### config.mk
export PLATFORM = sky130hd
export DESIGN_NAME = i2c_status_control_regs
export DESIGN_NICKNAME = d
export VERILOG_FILES = /design/src/bit_sync.v /design/src/half_period_div.v /design/src/i2c_status_control_regs.v
export VERILOG_INCLUDE_DIRS = /design/src /design/src/common
export SDC_FILE = /design/constraint.sdc
export NUM_CORES = 1
export LEC_CHECK = 0
export ABC_AREA = 1
export BUFFER_PORTS_ARGS = -buffer_cell sky130_fd_sc_hd__buf_2
export CAP_MARGIN = 25
export CORE_AREA = 2 2 92 183
export DETAILED_ROUTE_END_ITERATION = 6
export DIE_AREA = 0 0 94 185
export MAX_ROUTING_LAYER = met4
export PLACE_DENSITY = 0.58
export SKIP_LAST_GASP = 1
export SLEW_MARGIN = 0
export SYNTH_ARGS = -nofsm -noshare
export SYNTH_HDL_FRONTEND = slang
export SYNTH_SLANG_ARGS = --single-unit
### constraint.sdc
create_clock -name core_clk -period 10.1 [get_ports core_clk]
set_input_delay 0.505 -clock core_clk [delete_from_list [all_inputs] [get_ports core_clk]]
set_output_delay 0.505 -clock core_clk [all_outputs]
set_load 0.005 [all_outputs]
### src/common/i2c_regs_consts.vh
// constants for the i2c status and control register block
`ifndef I2C_REGS_CONSTS_VH
`define I2C_REGS_CONSTS_VH

// register byte offsets
`define OFF_BUS_STATUS 12'h000
`define OFF_BUS_CONTROL 12'h004
`define OFF_CLOCK_CONTROL 12'h008
`define OFF_TRANSFER_DATA 12'h00c
`define OFF_OWN_ADDR 12'h010
`define OFF_IRQ_STATUS 12'h014
`define OFF_IRQ_CLEAR 12'h018
`define OFF_IRQ_ENABLE 12'h01c

// bus_control field positions
`define BC_BUS_ERR 7
`define BC_BUS_ERR_IE 6
`define BC_RESTART 5
`define BC_MASTER_SEL 4
`define BC_ACK 3
`define BC_GC_ACK 2
`define BC_DONE_IE 1
`define BC_INT 0

// clock_control_reg field positions
`define CC_HSM 6
`define CC_EN 5

// irq status bit positions
`define IRQ_DONE 0
`define IRQ_BERR 1
`define IRQ_ARB 2

// reset values
`define RST_BUS_STATUS 8'h00
`define RST_BUS_CONTROL 8'h00
`define RST_CLOCK_CONTROL 8'h80
`define RST_OWN_ADDR 7'h00

// timing: i2c system clock period versus core clock period
`define CORE_PERIOD_NS 10
`define I2C_SYS_PERIOD_NS 60
`define SYS_CYCLES (`I2C_SYS_PERIOD_NS / `CORE_PERIOD_NS)
`define M_STD_BASE 7'h41
`define GEN_CALL_ADDR 7'h00

`endif

### src/bit_sync.v
// two flip-flop synchroniser for pins from outside the core clock domain
`timescale 1ns/100ps
module bit_sync #(
	parameter WIDTH = 2
) (
	// clock and reset
	input wire core_clk,
	input wire rst_n,
	// asynchronous in, synchronised out
	input wire [WIDTH-1:0] async_in,
	output wire [WIDTH-1:0] sync_out
);
	genvar gi;
	generate
		for (gi = 0; gi < WIDTH; gi = gi + 1) begin : g_sync
			reg meta_ff;
			reg stable_ff;
			// idle bus level is high, so reset to one
			always @(posedge core_clk) begin
				if (!rst_n) begin
					meta_ff <= 1'b1;
					stable_ff <= 1'b1;
				end else begin
					meta_ff <= async_in[gi];
					stable_ff <= meta_ff;
				end
			end
			assign sync_out[gi] = stable_ff;
		end
	endgenerate
endmodule // bit_sync

### src/half_period_div.v
// divider giving a one-cycle tick every half serial clock period
`timescale 1ns/100ps
module half_period_div (
	// clock and reset
	input wire core_clk,
	input wire rst_n,
	// control
	input wire run,
	input wire [11:0] half_cycles,
	// tick enable
	output wire tick
);
	reg [11:0] cnt_ff;
	wire [11:0] nxt_cnt;

	assign tick = run && (cnt_ff >= half_cycles);
	assign nxt_cnt = (!run || tick) ? 12'h000 : cnt_ff + 12'h001;

	// count core cycles, restart on each tick
	always @(posedge core_clk) begin
		if (!rst_n) begin
			cnt_ff <= 12'h000;
		end else begin
			cnt_ff <= nxt_cnt;
		end
	end
endmodule // half_period_div

### src/i2c_status_control_regs.v
// i2c controller: status and control registers, byte engine, apb slave
//
// Implementation choice: register access over APB.
`timescale 1ns/100ps
`include "i2c_regs_consts.vh"

module i2c_status_control_regs (
	// clock and reset
	input wire core_clk,
	input wire rst_n,
	// apb slave
	input wire psel,
	input wire penable,
	input wire pwrite,
	input wire [11:0] paddr,
	input wire [31:0] pwdata,
	output wire pready,
	output wire pslverr,
	output reg [31:0] prdata_ff,
	// i2c pins, open drain
	input wire scl_in,
	output wire scl_out,
	output wire scl_oe,
	input wire sda_in,
	output wire sda_out,
	output wire sda_oe,
	// interrupt
	output wire irq
);
	localparam M_IDLE = 3'h0;
	localparam M_START = 3'h1;
	localparam M_LOW = 3'h2;
	localparam M_HIGH = 3'h3;
	localparam M_STOP1 = 3'h4;
	localparam M_STOP2 = 3'h5;
	localparam M_RS1 = 3'h6;
	localparam M_RS2 = 3'h7;

	// bus status bits
	reg busy_ff, rpt_start_ff, arb_lost_ff, last_ack_ff;
	reg tx_dir_ff, addressed_ff, gen_call_ff, first_byte_ff;
	// bus control bits
	reg bus_err_ff, bus_err_ie_ff, master_sel_ff, ack_ff, gc_ack_en_ff, done_ie_ff, intf_ff;
	// clock control bits
	reg hsm_ff, en_ff;
	reg [4:0] cs_ff;
	reg [7:0] data_ff;
	reg [6:0] own_addr_ff;
	reg [2:0] irq_stat_ff, irq_en_ff;
	// byte engine and master sequencer
	reg [7:0] shift_ff;
	reg [3:0] bit_cnt_ff;
	reg eng_sda_ff, m_sda_ff, m_scl_ff, m_rd_ff;
	reg pend_stop_ff, pend_rs_ff;
	reg [2:0] mst_state_ff;
	reg scl_d_ff, sda_d_ff;

	wire scl_s, sda_s, tick;
	wire master = (mst_state_ff != M_IDLE);

	bit_sync #(.WIDTH(2)) u_sync (
		.core_clk(core_clk),
		.rst_n(rst_n),
		.async_in({scl_in, sda_in}),
		.sync_out({scl_s, sda_s})
	);

	// half period in core cycles from the period select code
	wire [6:0] m_std = `M_STD_BASE + {2'b00, cs_ff};
	wire [6:0] m_hs = {2'b00, cs_ff} + 7'h01;
	wire [7:0] m_hs15 = {1'b0, m_hs} + {2'b00, m_hs[6:1]};
	wire [7:0] half_units = hsm_ff ? {1'b0, m_hs15[7:1]} : {1'b0, m_std};
	wire [31:0] half_prod = {24'h000000, half_units} * `SYS_CYCLES;
	wire [11:0] half_cycles = half_prod[11:0]; // at most 96 units of 6 cycles

	half_period_div u_div (
		.core_clk(core_clk),
		.rst_n(rst_n),
		.run(en_ff),
		.half_cycles(half_cycles),
		.tick(tick)
	);

	// bus condition and clock edge detection on synchronised pins
	always @(posedge core_clk) begin
		if (!rst_n) begin
			scl_d_ff <= 1'b1;
			sda_d_ff <= 1'b1;
		end else begin
			scl_d_ff <= scl_s;
			sda_d_ff <= sda_s;
		end
	end
	wire scl_rise = scl_s && !scl_d_ff;
	wire scl_fall = !scl_s && scl_d_ff;
	wire start_det = en_ff && scl_s && scl_d_ff && sda_d_ff && !sda_s;
	wire stop_det = en_ff && scl_s && scl_d_ff && !sda_d_ff && sda_s;
	// a repeated start or stop sits in the first clock of a frame
	wire mid_byte = (bit_cnt_ff > 4'h1);
	wire bus_err = (start_det || stop_det) && mid_byte;

	// apb decode, zero wait states
	wire acc = psel && penable;
	wire wr = acc && pwrite;
	wire hit = (paddr[1:0] == 2'b00) && (paddr[11:5] == 7'h00);
	assign pready = 1'b1;
	assign pslverr = acc && !hit;
	wire wr_bc = wr && (paddr == `OFF_BUS_CONTROL);
	wire wr_cc = wr && (paddr == `OFF_CLOCK_CONTROL);
	wire w_int0 = wr_bc && !pwdata[`BC_INT];
	wire w_master = pwdata[`BC_MASTER_SEL];
	wire w_restart = pwdata[`BC_RESTART];
	// software commands derived from a bus_control write
	wire req_start = wr_bc && w_master && !master_sel_ff && en_ff;
	wire go_start = req_start && !busy_ff;
	wire arb_busy = req_start && busy_ff;
	wire req_stop = w_int0 && !w_master && master_sel_ff;
	wire req_rs = w_int0 && w_restart && w_master && master_sel_ff;
	wire resume = w_int0 && !req_stop && !req_rs;

	// byte events on clock edges
	wire own_byte = master || addressed_ff;
	wire addr_bit = scl_rise && (bit_cnt_ff == 4'h7) && first_byte_ff && !master;
	wire addr_match = (shift_ff[6:0] == own_addr_ff);
	wire gc_match = (shift_ff[6:0] == `GEN_CALL_ADDR) && gen_call_match_en;
	// only a data bit sent by the master can lose, not its own stop or restart
	wire arb_lost = scl_rise && (mst_state_ff == M_HIGH) && tx_dir_ff && !bit_cnt_ff[3]
		&& !eng_sda_ff && !sda_s;
	wire byte_end = scl_fall && (bit_cnt_ff == 4'h9);
	wire int_set = byte_end && (own_byte || gen_call_ff);
	wire arb_set = arb_lost || arb_busy;
	wire gen_call_match_en = gc_ack_en_ff;

	// open drain outputs: pins only ever pulled low
	assign scl_out = 1'b0;
	assign sda_out = 1'b0;
	assign scl_oe = m_scl_ff || (intf_ff && addressed_ff);
	assign sda_oe = m_sda_ff || eng_sda_ff;

	// master sequencer: start, clock generation, stop, repeated start
	always @(posedge core_clk) begin
		if (!rst_n) begin
			mst_state_ff <= M_IDLE;
			m_sda_ff <= 1'b0;
			m_scl_ff <= 1'b0;
		end else if (!en_ff || bus_err || arb_lost) begin
			mst_state_ff <= M_IDLE;
			m_sda_ff <= 1'b0;
			m_scl_ff <= 1'b0;
		end else begin
			case (mst_state_ff)
				M_IDLE: begin
					if (go_start) begin
						m_sda_ff <= 1'b1;
						mst_state_ff <= M_START;
					end
				end
				M_START: begin
					if (tick) begin
						m_scl_ff <= 1'b1;
						m_sda_ff <= 1'b0;
						mst_state_ff <= M_LOW;
					end
				end
				M_LOW: begin
					if (tick && pend_stop_ff) begin
						m_sda_ff <= 1'b1;
						mst_state_ff <= M_STOP1;
					end else if (tick && pend_rs_ff) begin
						mst_state_ff <= M_RS1;
					end else if (tick && !intf_ff) begin
						m_scl_ff <= 1'b0;
						mst_state_ff <= M_HIGH;
					end
				end
				M_HIGH: begin
					if (tick && scl_s) begin
						m_scl_ff <= 1'b1;
						mst_state_ff <= M_LOW;
					end
				end
				M_STOP1: begin
					if (tick) begin
						m_scl_ff <= 1'b0;
						mst_state_ff <= M_STOP2;
					end
				end
				M_STOP2: begin
					if (tick && scl_s) begin
						m_sda_ff <= 1'b0;
						mst_state_ff <= M_IDLE;
					end
				end
				M_RS1: begin
					if (tick) begin
						m_scl_ff <= 1'b0;
						mst_state_ff <= M_RS2;
					end
				end
				M_RS2: begin
					if (tick && scl_s) begin
						m_sda_ff <= 1'b1;
						mst_state_ff <= M_START;
					end
				end
				default: begin
					mst_state_ff <= M_IDLE;
				end
			endcase
		end
	end

	// reset images, sliced onto the flag groups
	wire [7:0] rst_bs = `RST_BUS_STATUS;
	wire [7:0] rst_bc = `RST_BUS_CONTROL;
	wire [7:0] rst_cc = `RST_CLOCK_CONTROL;

	// status flags, control bits and byte engine
	always @(posedge core_clk) begin
		if (!rst_n) begin
			{busy_ff, rpt_start_ff, arb_lost_ff, last_ack_ff} <= rst_bs[7:4];
			{tx_dir_ff, addressed_ff, gen_call_ff, first_byte_ff} <= rst_bs[3:0];
			{bus_err_ff, bus_err_ie_ff, master_sel_ff, ack_ff} <= {rst_bc[7:6], rst_bc[4:3]};
			{gc_ack_en_ff, done_ie_ff, intf_ff} <= rst_bc[2:0];
			{hsm_ff, en_ff, cs_ff} <= rst_cc[6:0];
			data_ff <= 8'h00;
			own_addr_ff <= `RST_OWN_ADDR;
			shift_ff <= 8'h00;
			bit_cnt_ff <= 4'h0;
			eng_sda_ff <= 1'b0;
			m_rd_ff <= 1'b0;
			pend_stop_ff <= 1'b0;
			pend_rs_ff <= 1'b0;
		end else begin
			// software writes; bus_status is read only
			if (wr_cc) begin
				{hsm_ff, en_ff, cs_ff} <= pwdata[6:0];
			end
			if (wr && (paddr == `OFF_TRANSFER_DATA)) begin
				data_ff <= pwdata[7:0];
			end
			if (wr && (paddr == `OFF_OWN_ADDR)) begin
				own_addr_ff <= pwdata[6:0];
			end
			if (wr_bc) begin
				bus_err_ie_ff <= pwdata[`BC_BUS_ERR_IE];
				ack_ff <= pwdata[`BC_ACK];
				gc_ack_en_ff <= pwdata[`BC_GC_ACK];
				done_ie_ff <= pwdata[`BC_DONE_IE];
				if (!pwdata[`BC_BUS_ERR]) begin
					bus_err_ff <= 1'b0;
				end
				if (!w_master) begin
					master_sel_ff <= 1'b0;
				end
			end
			if (go_start) begin
				master_sel_ff <= 1'b1;
				m_rd_ff <= data_ff[0];
				shift_ff <= data_ff;
				tx_dir_ff <= 1'b1;
			end
			if (req_stop) begin
				pend_stop_ff <= 1'b1;
			end
			if (req_rs) begin
				pend_rs_ff <= 1'b1;
				m_rd_ff <= data_ff[0];
			end
			if (w_int0) begin
				intf_ff <= 1'b0;
				arb_lost_ff <= 1'b0;
				rpt_start_ff <= 1'b0;
				first_byte_ff <= 1'b0;
			end
			if (resume && tx_dir_ff && own_byte) begin
				shift_ff <= data_ff;
				eng_sda_ff <= !data_ff[7];
			end
			// sample on rising clock
			if (scl_rise && !bit_cnt_ff[3]) begin
				shift_ff <= {shift_ff[6:0], sda_s};
				bit_cnt_ff <= bit_cnt_ff + 4'h1;
			end
			if (scl_rise && (bit_cnt_ff == 4'h8)) begin
				last_ack_ff <= sda_s;
				bit_cnt_ff <= 4'h9;
			end
			if (addr_bit && addr_match) begin
				addressed_ff <= 1'b1;
			end
			if (addr_bit && gc_match && !sda_s) begin
				gen_call_ff <= 1'b1;
			end
			if (addr_bit && !addr_match && !(gc_match && !sda_s)) begin
				first_byte_ff <= 1'b0;
				rpt_start_ff <= 1'b0;
			end
			// drive data and acknowledge on falling clock
			if (scl_fall && !bit_cnt_ff[3]) begin
				eng_sda_ff <= tx_dir_ff && own_byte && !shift_ff[7];
			end
			if (scl_fall && (bit_cnt_ff == 4'h8)) begin
				if (tx_dir_ff) begin
					eng_sda_ff <= 1'b0;
				end else if (first_byte_ff && !master) begin
					eng_sda_ff <= addressed_ff || gen_call_ff;
				end else begin
					eng_sda_ff <= ack_ff && (own_byte || gen_call_ff);
				end
			end
			if (byte_end) begin
				bit_cnt_ff <= 4'h0;
				eng_sda_ff <= 1'b0;
				if (first_byte_ff && master) begin
					tx_dir_ff <= !m_rd_ff;
				end else if (first_byte_ff && addressed_ff) begin
					tx_dir_ff <= shift_ff[0];
				end
			end
			if (int_set) begin
				intf_ff <= 1'b1;
			end
			if (arb_set) begin
				arb_lost_ff <= 1'b1;
				intf_ff <= 1'b1;
			end
			if (arb_lost) begin
				master_sel_ff <= 1'b0;
				tx_dir_ff <= 1'b0;
				eng_sda_ff <= 1'b0;
			end
			// start and stop conditions
			if (start_det) begin
				busy_ff <= 1'b1;
				rpt_start_ff <= busy_ff;
				first_byte_ff <= 1'b1;
				{last_ack_ff, addressed_ff, gen_call_ff} <= 3'b000;
				bit_cnt_ff <= 4'h0;
				pend_rs_ff <= 1'b0;
				if (!master) begin
					tx_dir_ff <= 1'b0;
				end
				if (master) begin
					intf_ff <= 1'b0;
				end
			end
			if (stop_det) begin
				busy_ff <= 1'b0;
				{rpt_start_ff, last_ack_ff, addressed_ff, gen_call_ff} <= 4'h0;
				tx_dir_ff <= 1'b0;
				bit_cnt_ff <= 4'h0;
				eng_sda_ff <= 1'b0;
				pend_stop_ff <= 1'b0;
				master_sel_ff <= 1'b0;
				if (master) begin
					intf_ff <= 1'b0;
				end
			end
			if (bus_err) begin
				bus_err_ff <= 1'b1;
				en_ff <= 1'b0;
			end
			// disabled: status and control clear except error bits
			if (!en_ff) begin
				{busy_ff, rpt_start_ff, arb_lost_ff, last_ack_ff} <= 4'h0;
				{tx_dir_ff, addressed_ff, gen_call_ff, first_byte_ff} <= 4'h0;
				{master_sel_ff, ack_ff, gc_ack_en_ff, done_ie_ff, intf_ff} <= 5'h00;
				bit_cnt_ff <= 4'h0;
				eng_sda_ff <= 1'b0;
				pend_stop_ff <= 1'b0;
				pend_rs_ff <= 1'b0;
			end
		end
	end

	// sticky event status, write-one clear, set wins
	wire [2:0] irq_ev;
	assign irq_ev[`IRQ_DONE] = int_set;
	assign irq_ev[`IRQ_BERR] = bus_err;
	assign irq_ev[`IRQ_ARB] = arb_set;
	wire [2:0] irq_clr = (wr && (paddr == `OFF_IRQ_CLEAR)) ? pwdata[2:0] : 3'b000;
	always @(posedge core_clk) begin
		if (!rst_n) begin
			irq_stat_ff <= 3'b000;
			irq_en_ff <= 3'b000;
		end else begin
			irq_stat_ff <= (irq_stat_ff & ~irq_clr) | irq_ev;
			if (wr && (paddr == `OFF_IRQ_ENABLE)) begin
				irq_en_ff <= pwdata[2:0];
			end
		end
	end
	assign irq = |(irq_stat_ff & irq_en_ff) || (done_ie_ff && intf_ff)
		|| (bus_err_ie_ff && bus_err_ff);

	// read mux, captured in the setup phase
	reg [7:0] rd_val;
	always @* begin
		rd_val = 8'h00;
		case (paddr)
			`OFF_BUS_STATUS: rd_val = en_ff ? {busy_ff, rpt_start_ff, arb_lost_ff, last_ack_ff,
				tx_dir_ff, addressed_ff, gen_call_ff, first_byte_ff} : 8'h00;
			`OFF_BUS_CONTROL: rd_val = {bus_err_ff, bus_err_ie_ff, 1'b0, master_sel_ff, ack_ff,
				gc_ack_en_ff, done_ie_ff, intf_ff};
			`OFF_CLOCK_CONTROL: rd_val = {1'b1, hsm_ff, en_ff, cs_ff};
			`OFF_TRANSFER_DATA: rd_val = shift_ff;
			`OFF_OWN_ADDR: rd_val = {1'b0, own_addr_ff};
			`OFF_IRQ_STATUS: rd_val = {5'h00, irq_stat_ff};
			`OFF_IRQ_ENABLE: rd_val = {5'h00, irq_en_ff};
			default: rd_val = 8'h00;
		endcase
	end
	always @(posedge core_clk) begin
		if (!rst_n) begin
			prdata_ff <= 32'h00000000;
		end else if (psel && !penable && !pwrite) begin
			prdata_ff <= {24'h000000, rd_val};
		end
	end
endmodule // i2c_status_control_regs

==> metrics <==
status finished clean; basic-gate share of the synthesized area counting and, or, nand and nor cells 25.8%; post-synthesis to final-layout area growth 10.3%; post-CTS setup buffer count 0; estimated wirelength of the detail-placed design 11000 µm; fraction of final layout cells sized beyond drive strength 1 9.57%; gate count of the mapped netlist around 800; met2 WL 6780 µm; fraction of synthesis flops using an asynchronous set or reset pin 0%; Core Region 0.0161 mm²; critical path peak fanout 6; element type at the critical path end flip-flop; Site Rows 66; DR iter-0 viols 225; maximum buffer depth of the clock tree 2; transition time at the pin with the least slew margin 0.713 ns; count of buffers from port buffering 38; number of antenna violations at the first check in global routing 0; number of iterations in the first detailed-routing pass 6; launching element type of the critical path flip-flop; Yosys Warn Count 0; wire per inst between 10 and 15 µm; post-route minimum period 5.25 ns; most common flop cell mapped by yosys dfxtp_1; ANT cells 0; initial core utilization 34.4%; Setup Total Neg Slack 0 ns; setup skew after layout around 0.009 ns; commonest non-fill, non-tap cell in the layout nand2_1; Worst VDD drop 0.0861 mV; PostCTS Resize Cnt 0; leakage power figure 2.72 nW; unrepaired setup endpoints after global routing false; PnR Total Power 0.731 mW; master cell of the clock root buffer clkbuf_16; Peak Freq 191 MHz; required time of the critical path 10.39 ns; fraction of the yosys area taken by sequential cells 32.5%; via count of the first global-routing pass between 4000 and 5000; area of the die 0.0174 mm²; Die W 94 µm; remaining max-slew budget at the tightest pin 52.1%; largest family of logic cells by synthesized area simple AND/OR/NAND/NOR gates; Total GRT Usage 17.3%; Final Hold Violating Endpoints 0; Post-Route M1 WL around 6400 µm; top cells by area, synth dfxtp_1 33%, nand2_1 9.8%, inv_1 8.5%, o21ai_0 6.1%, ha_1 5.9%; pin count of the biggest net entering global routing 41; cell family with the largest share of critical-path delay simple AND/OR/NAND/NOR gates; first-pass GRT wire length 23200 µm; post-route DRC violation count 0; Post-CTS Hold Buffers 0; area share of the largest cell type after synthesis 32.5%; share of synthesized cell area in full adder, half adder and majority cells 6.60%; number of I/O pins 90; count of nets left with antenna violations after detail routing 0; dominant cell type by area after synthesis dfxtp_1; routed wire length 14200 µm; via density per instance ~5; flip-flop and latch count after synthesis 90; total setup violations reported at the end of the flow 0; reported max-cap violation count 0; critical path's slowest cell fa_1; TritonCTS buffer count 9; detailed-routed wire length on met3 601 µm; die outline height 185 µm; multiplexer share of the synthesized area 0%; clock slew at the register clock pins of the worst setup and hold paths 0.07 ns; number of sinks driven by the clock tree 90; H-tree level count 3; final layout net count 911; number of synthesized flops with an enable pin 0; syn avg cell area 6.93 µm²; Power per Cell Area 120 mW/mm²; cell repeated most along the worst path nand2_1; highest metal used met4; Netlist Area Pre-Place between 0.005 and 0.006 mm²; commonest non-fill, non-tap cells in the layout 144 x nand2_1, 126 x inv_1, 90 x dfxtp_1; data arrival time of the critical path 5.53 ns; FILL cells 1786; count of unique library cells instantiated by Yosys 46; global placement routability congestion ~0.91; final-report max-slew violation count 0; fraction of the mapped netlist area in compound gates 18.8%; total congestion overflow after global routing 0; worst min-delay path class input pin to flip-flop; CTS tree yes; Worst-Skew Late Latency 0.35 ns; CP Class flip-flop to flip-flop; Critical path buffers and inverters 3; crit-path max cell delay 0.47 ns; xor and xnor fraction of the mapped netlist area 2.37%; detailed-route via count 5065; share of the clock period used by the worst path about half
cell usage after synthesis (2+ instances only):
cell,count
o21ai_0,67
nand2_4,2
xor2_1,12
clkbuf_1,7
nor2_1,73
nand3_1,35
nand2_1,144
inv_1,126
buf_2,7
nor2_8,2
nand3_2,3
o22ai_1,14
nand4_1,12
fa_1,2
buf_1,2
nor2_2,4
inv_2,2
o211ai_1,3
nor2_4,2
dfxtp_1,90
a211oi_1,5
o221ai_1,4
or2_2,6
a21oi_1,64
nor3_1,16
a31oi_1,7
o211a_1,8
o21bai_1,2
ha_1,26
nor3b_1,6
o21a_1,2
buf_4,27
conb_1,2
xnor2_1,3
where the power goes:
part	internal (mW)	switching [mW]	total, mW
Combinational	0.0107	0.0244	0.0351
Clock	0.191	0.146	0.337
Sequential	0.357	0.00192	0.359
metal layers:
layer / vias to the layer above / track usage (%)
met1: 2293 / 21.3
met5: - / -
met4: 0 / 8.06
li1: 2634 / -
met2: 113 / 27.9
met3: 25 / 2.44
sequential cells by signal (all words and copies together), names as in the netlist, 2 cells and up:
signal and count:
irq_stat_ff 3, data_ff 8, u_div.cnt_ff 12, u_sync.g_sync.stable_ff 2
prdata_ff 8, bit_cnt_ff 4, mst_state_ff 3, u_sync.g_sync.meta_ff 2
cs_ff 5, irq_en_ff 3, own_addr_ff 7, shift_ff 8
through the flow:
stage / setup WS, ns / hold WS (ns) / std cells / util [%] / area (µm²)
floorplan: 5.58 / 0.393 / 825 / - / 5630
finish: 4.85 / 0.347 / 1040 / 37.9 / 6100
CTS: 4.83 / 0.343 / 1040 / 37.9 / 6100
global placement: 4.90 / 0.401 / 1024 / 36.0 / 5800
detailed placement: 4.88 / 0.402 / 1025 / 36.1 / 5810
global route: 4.18 / 0.344 / 1040 / 37.9 / 6100
worst paths after layout:
check	to	from	slack (ns)	depth (start not counted)
worst max register to register	mst_state_ff[2]$_SDFFE_PP0P_	cs_ff[1]$_SDFFE_PN0P_	4.85	30
worst max-delay path	mst_state_ff[2]$_SDFFE_PP0P_	cs_ff[1]$_SDFFE_PN0P_	4.85	30
worst min-delay path	u_sync.g_sync[0].meta_ff$_SDFF_PN1_	sda_in	0.35	2
worst min register to register	u_sync.g_sync[0].stable_ff$_SDFF_PN1_	u_sync.g_sync[0].meta_ff$_SDFF_PN1_	0.42	1
cell families after synthesis:
kind of cell / count (synthesis)
simple gates: 310
compound gates: 182
buf+inv: 172
flops: 90
fa+ha+maj: 28
xor+xnor: 15
other cells: 2
cell type report:
cell class,count,area (µm²),area share (%)
clock buffer,9,225,3.69
clock inverter,6,67.6,1.11
inverter,128,480,7.87
multi-input combinational,563,3070,50.3
sequential,90,1800,29.5
tap,204,255,4.18
timing repair buffer,40,205,3.36
(Power assumes the default switching activity.)
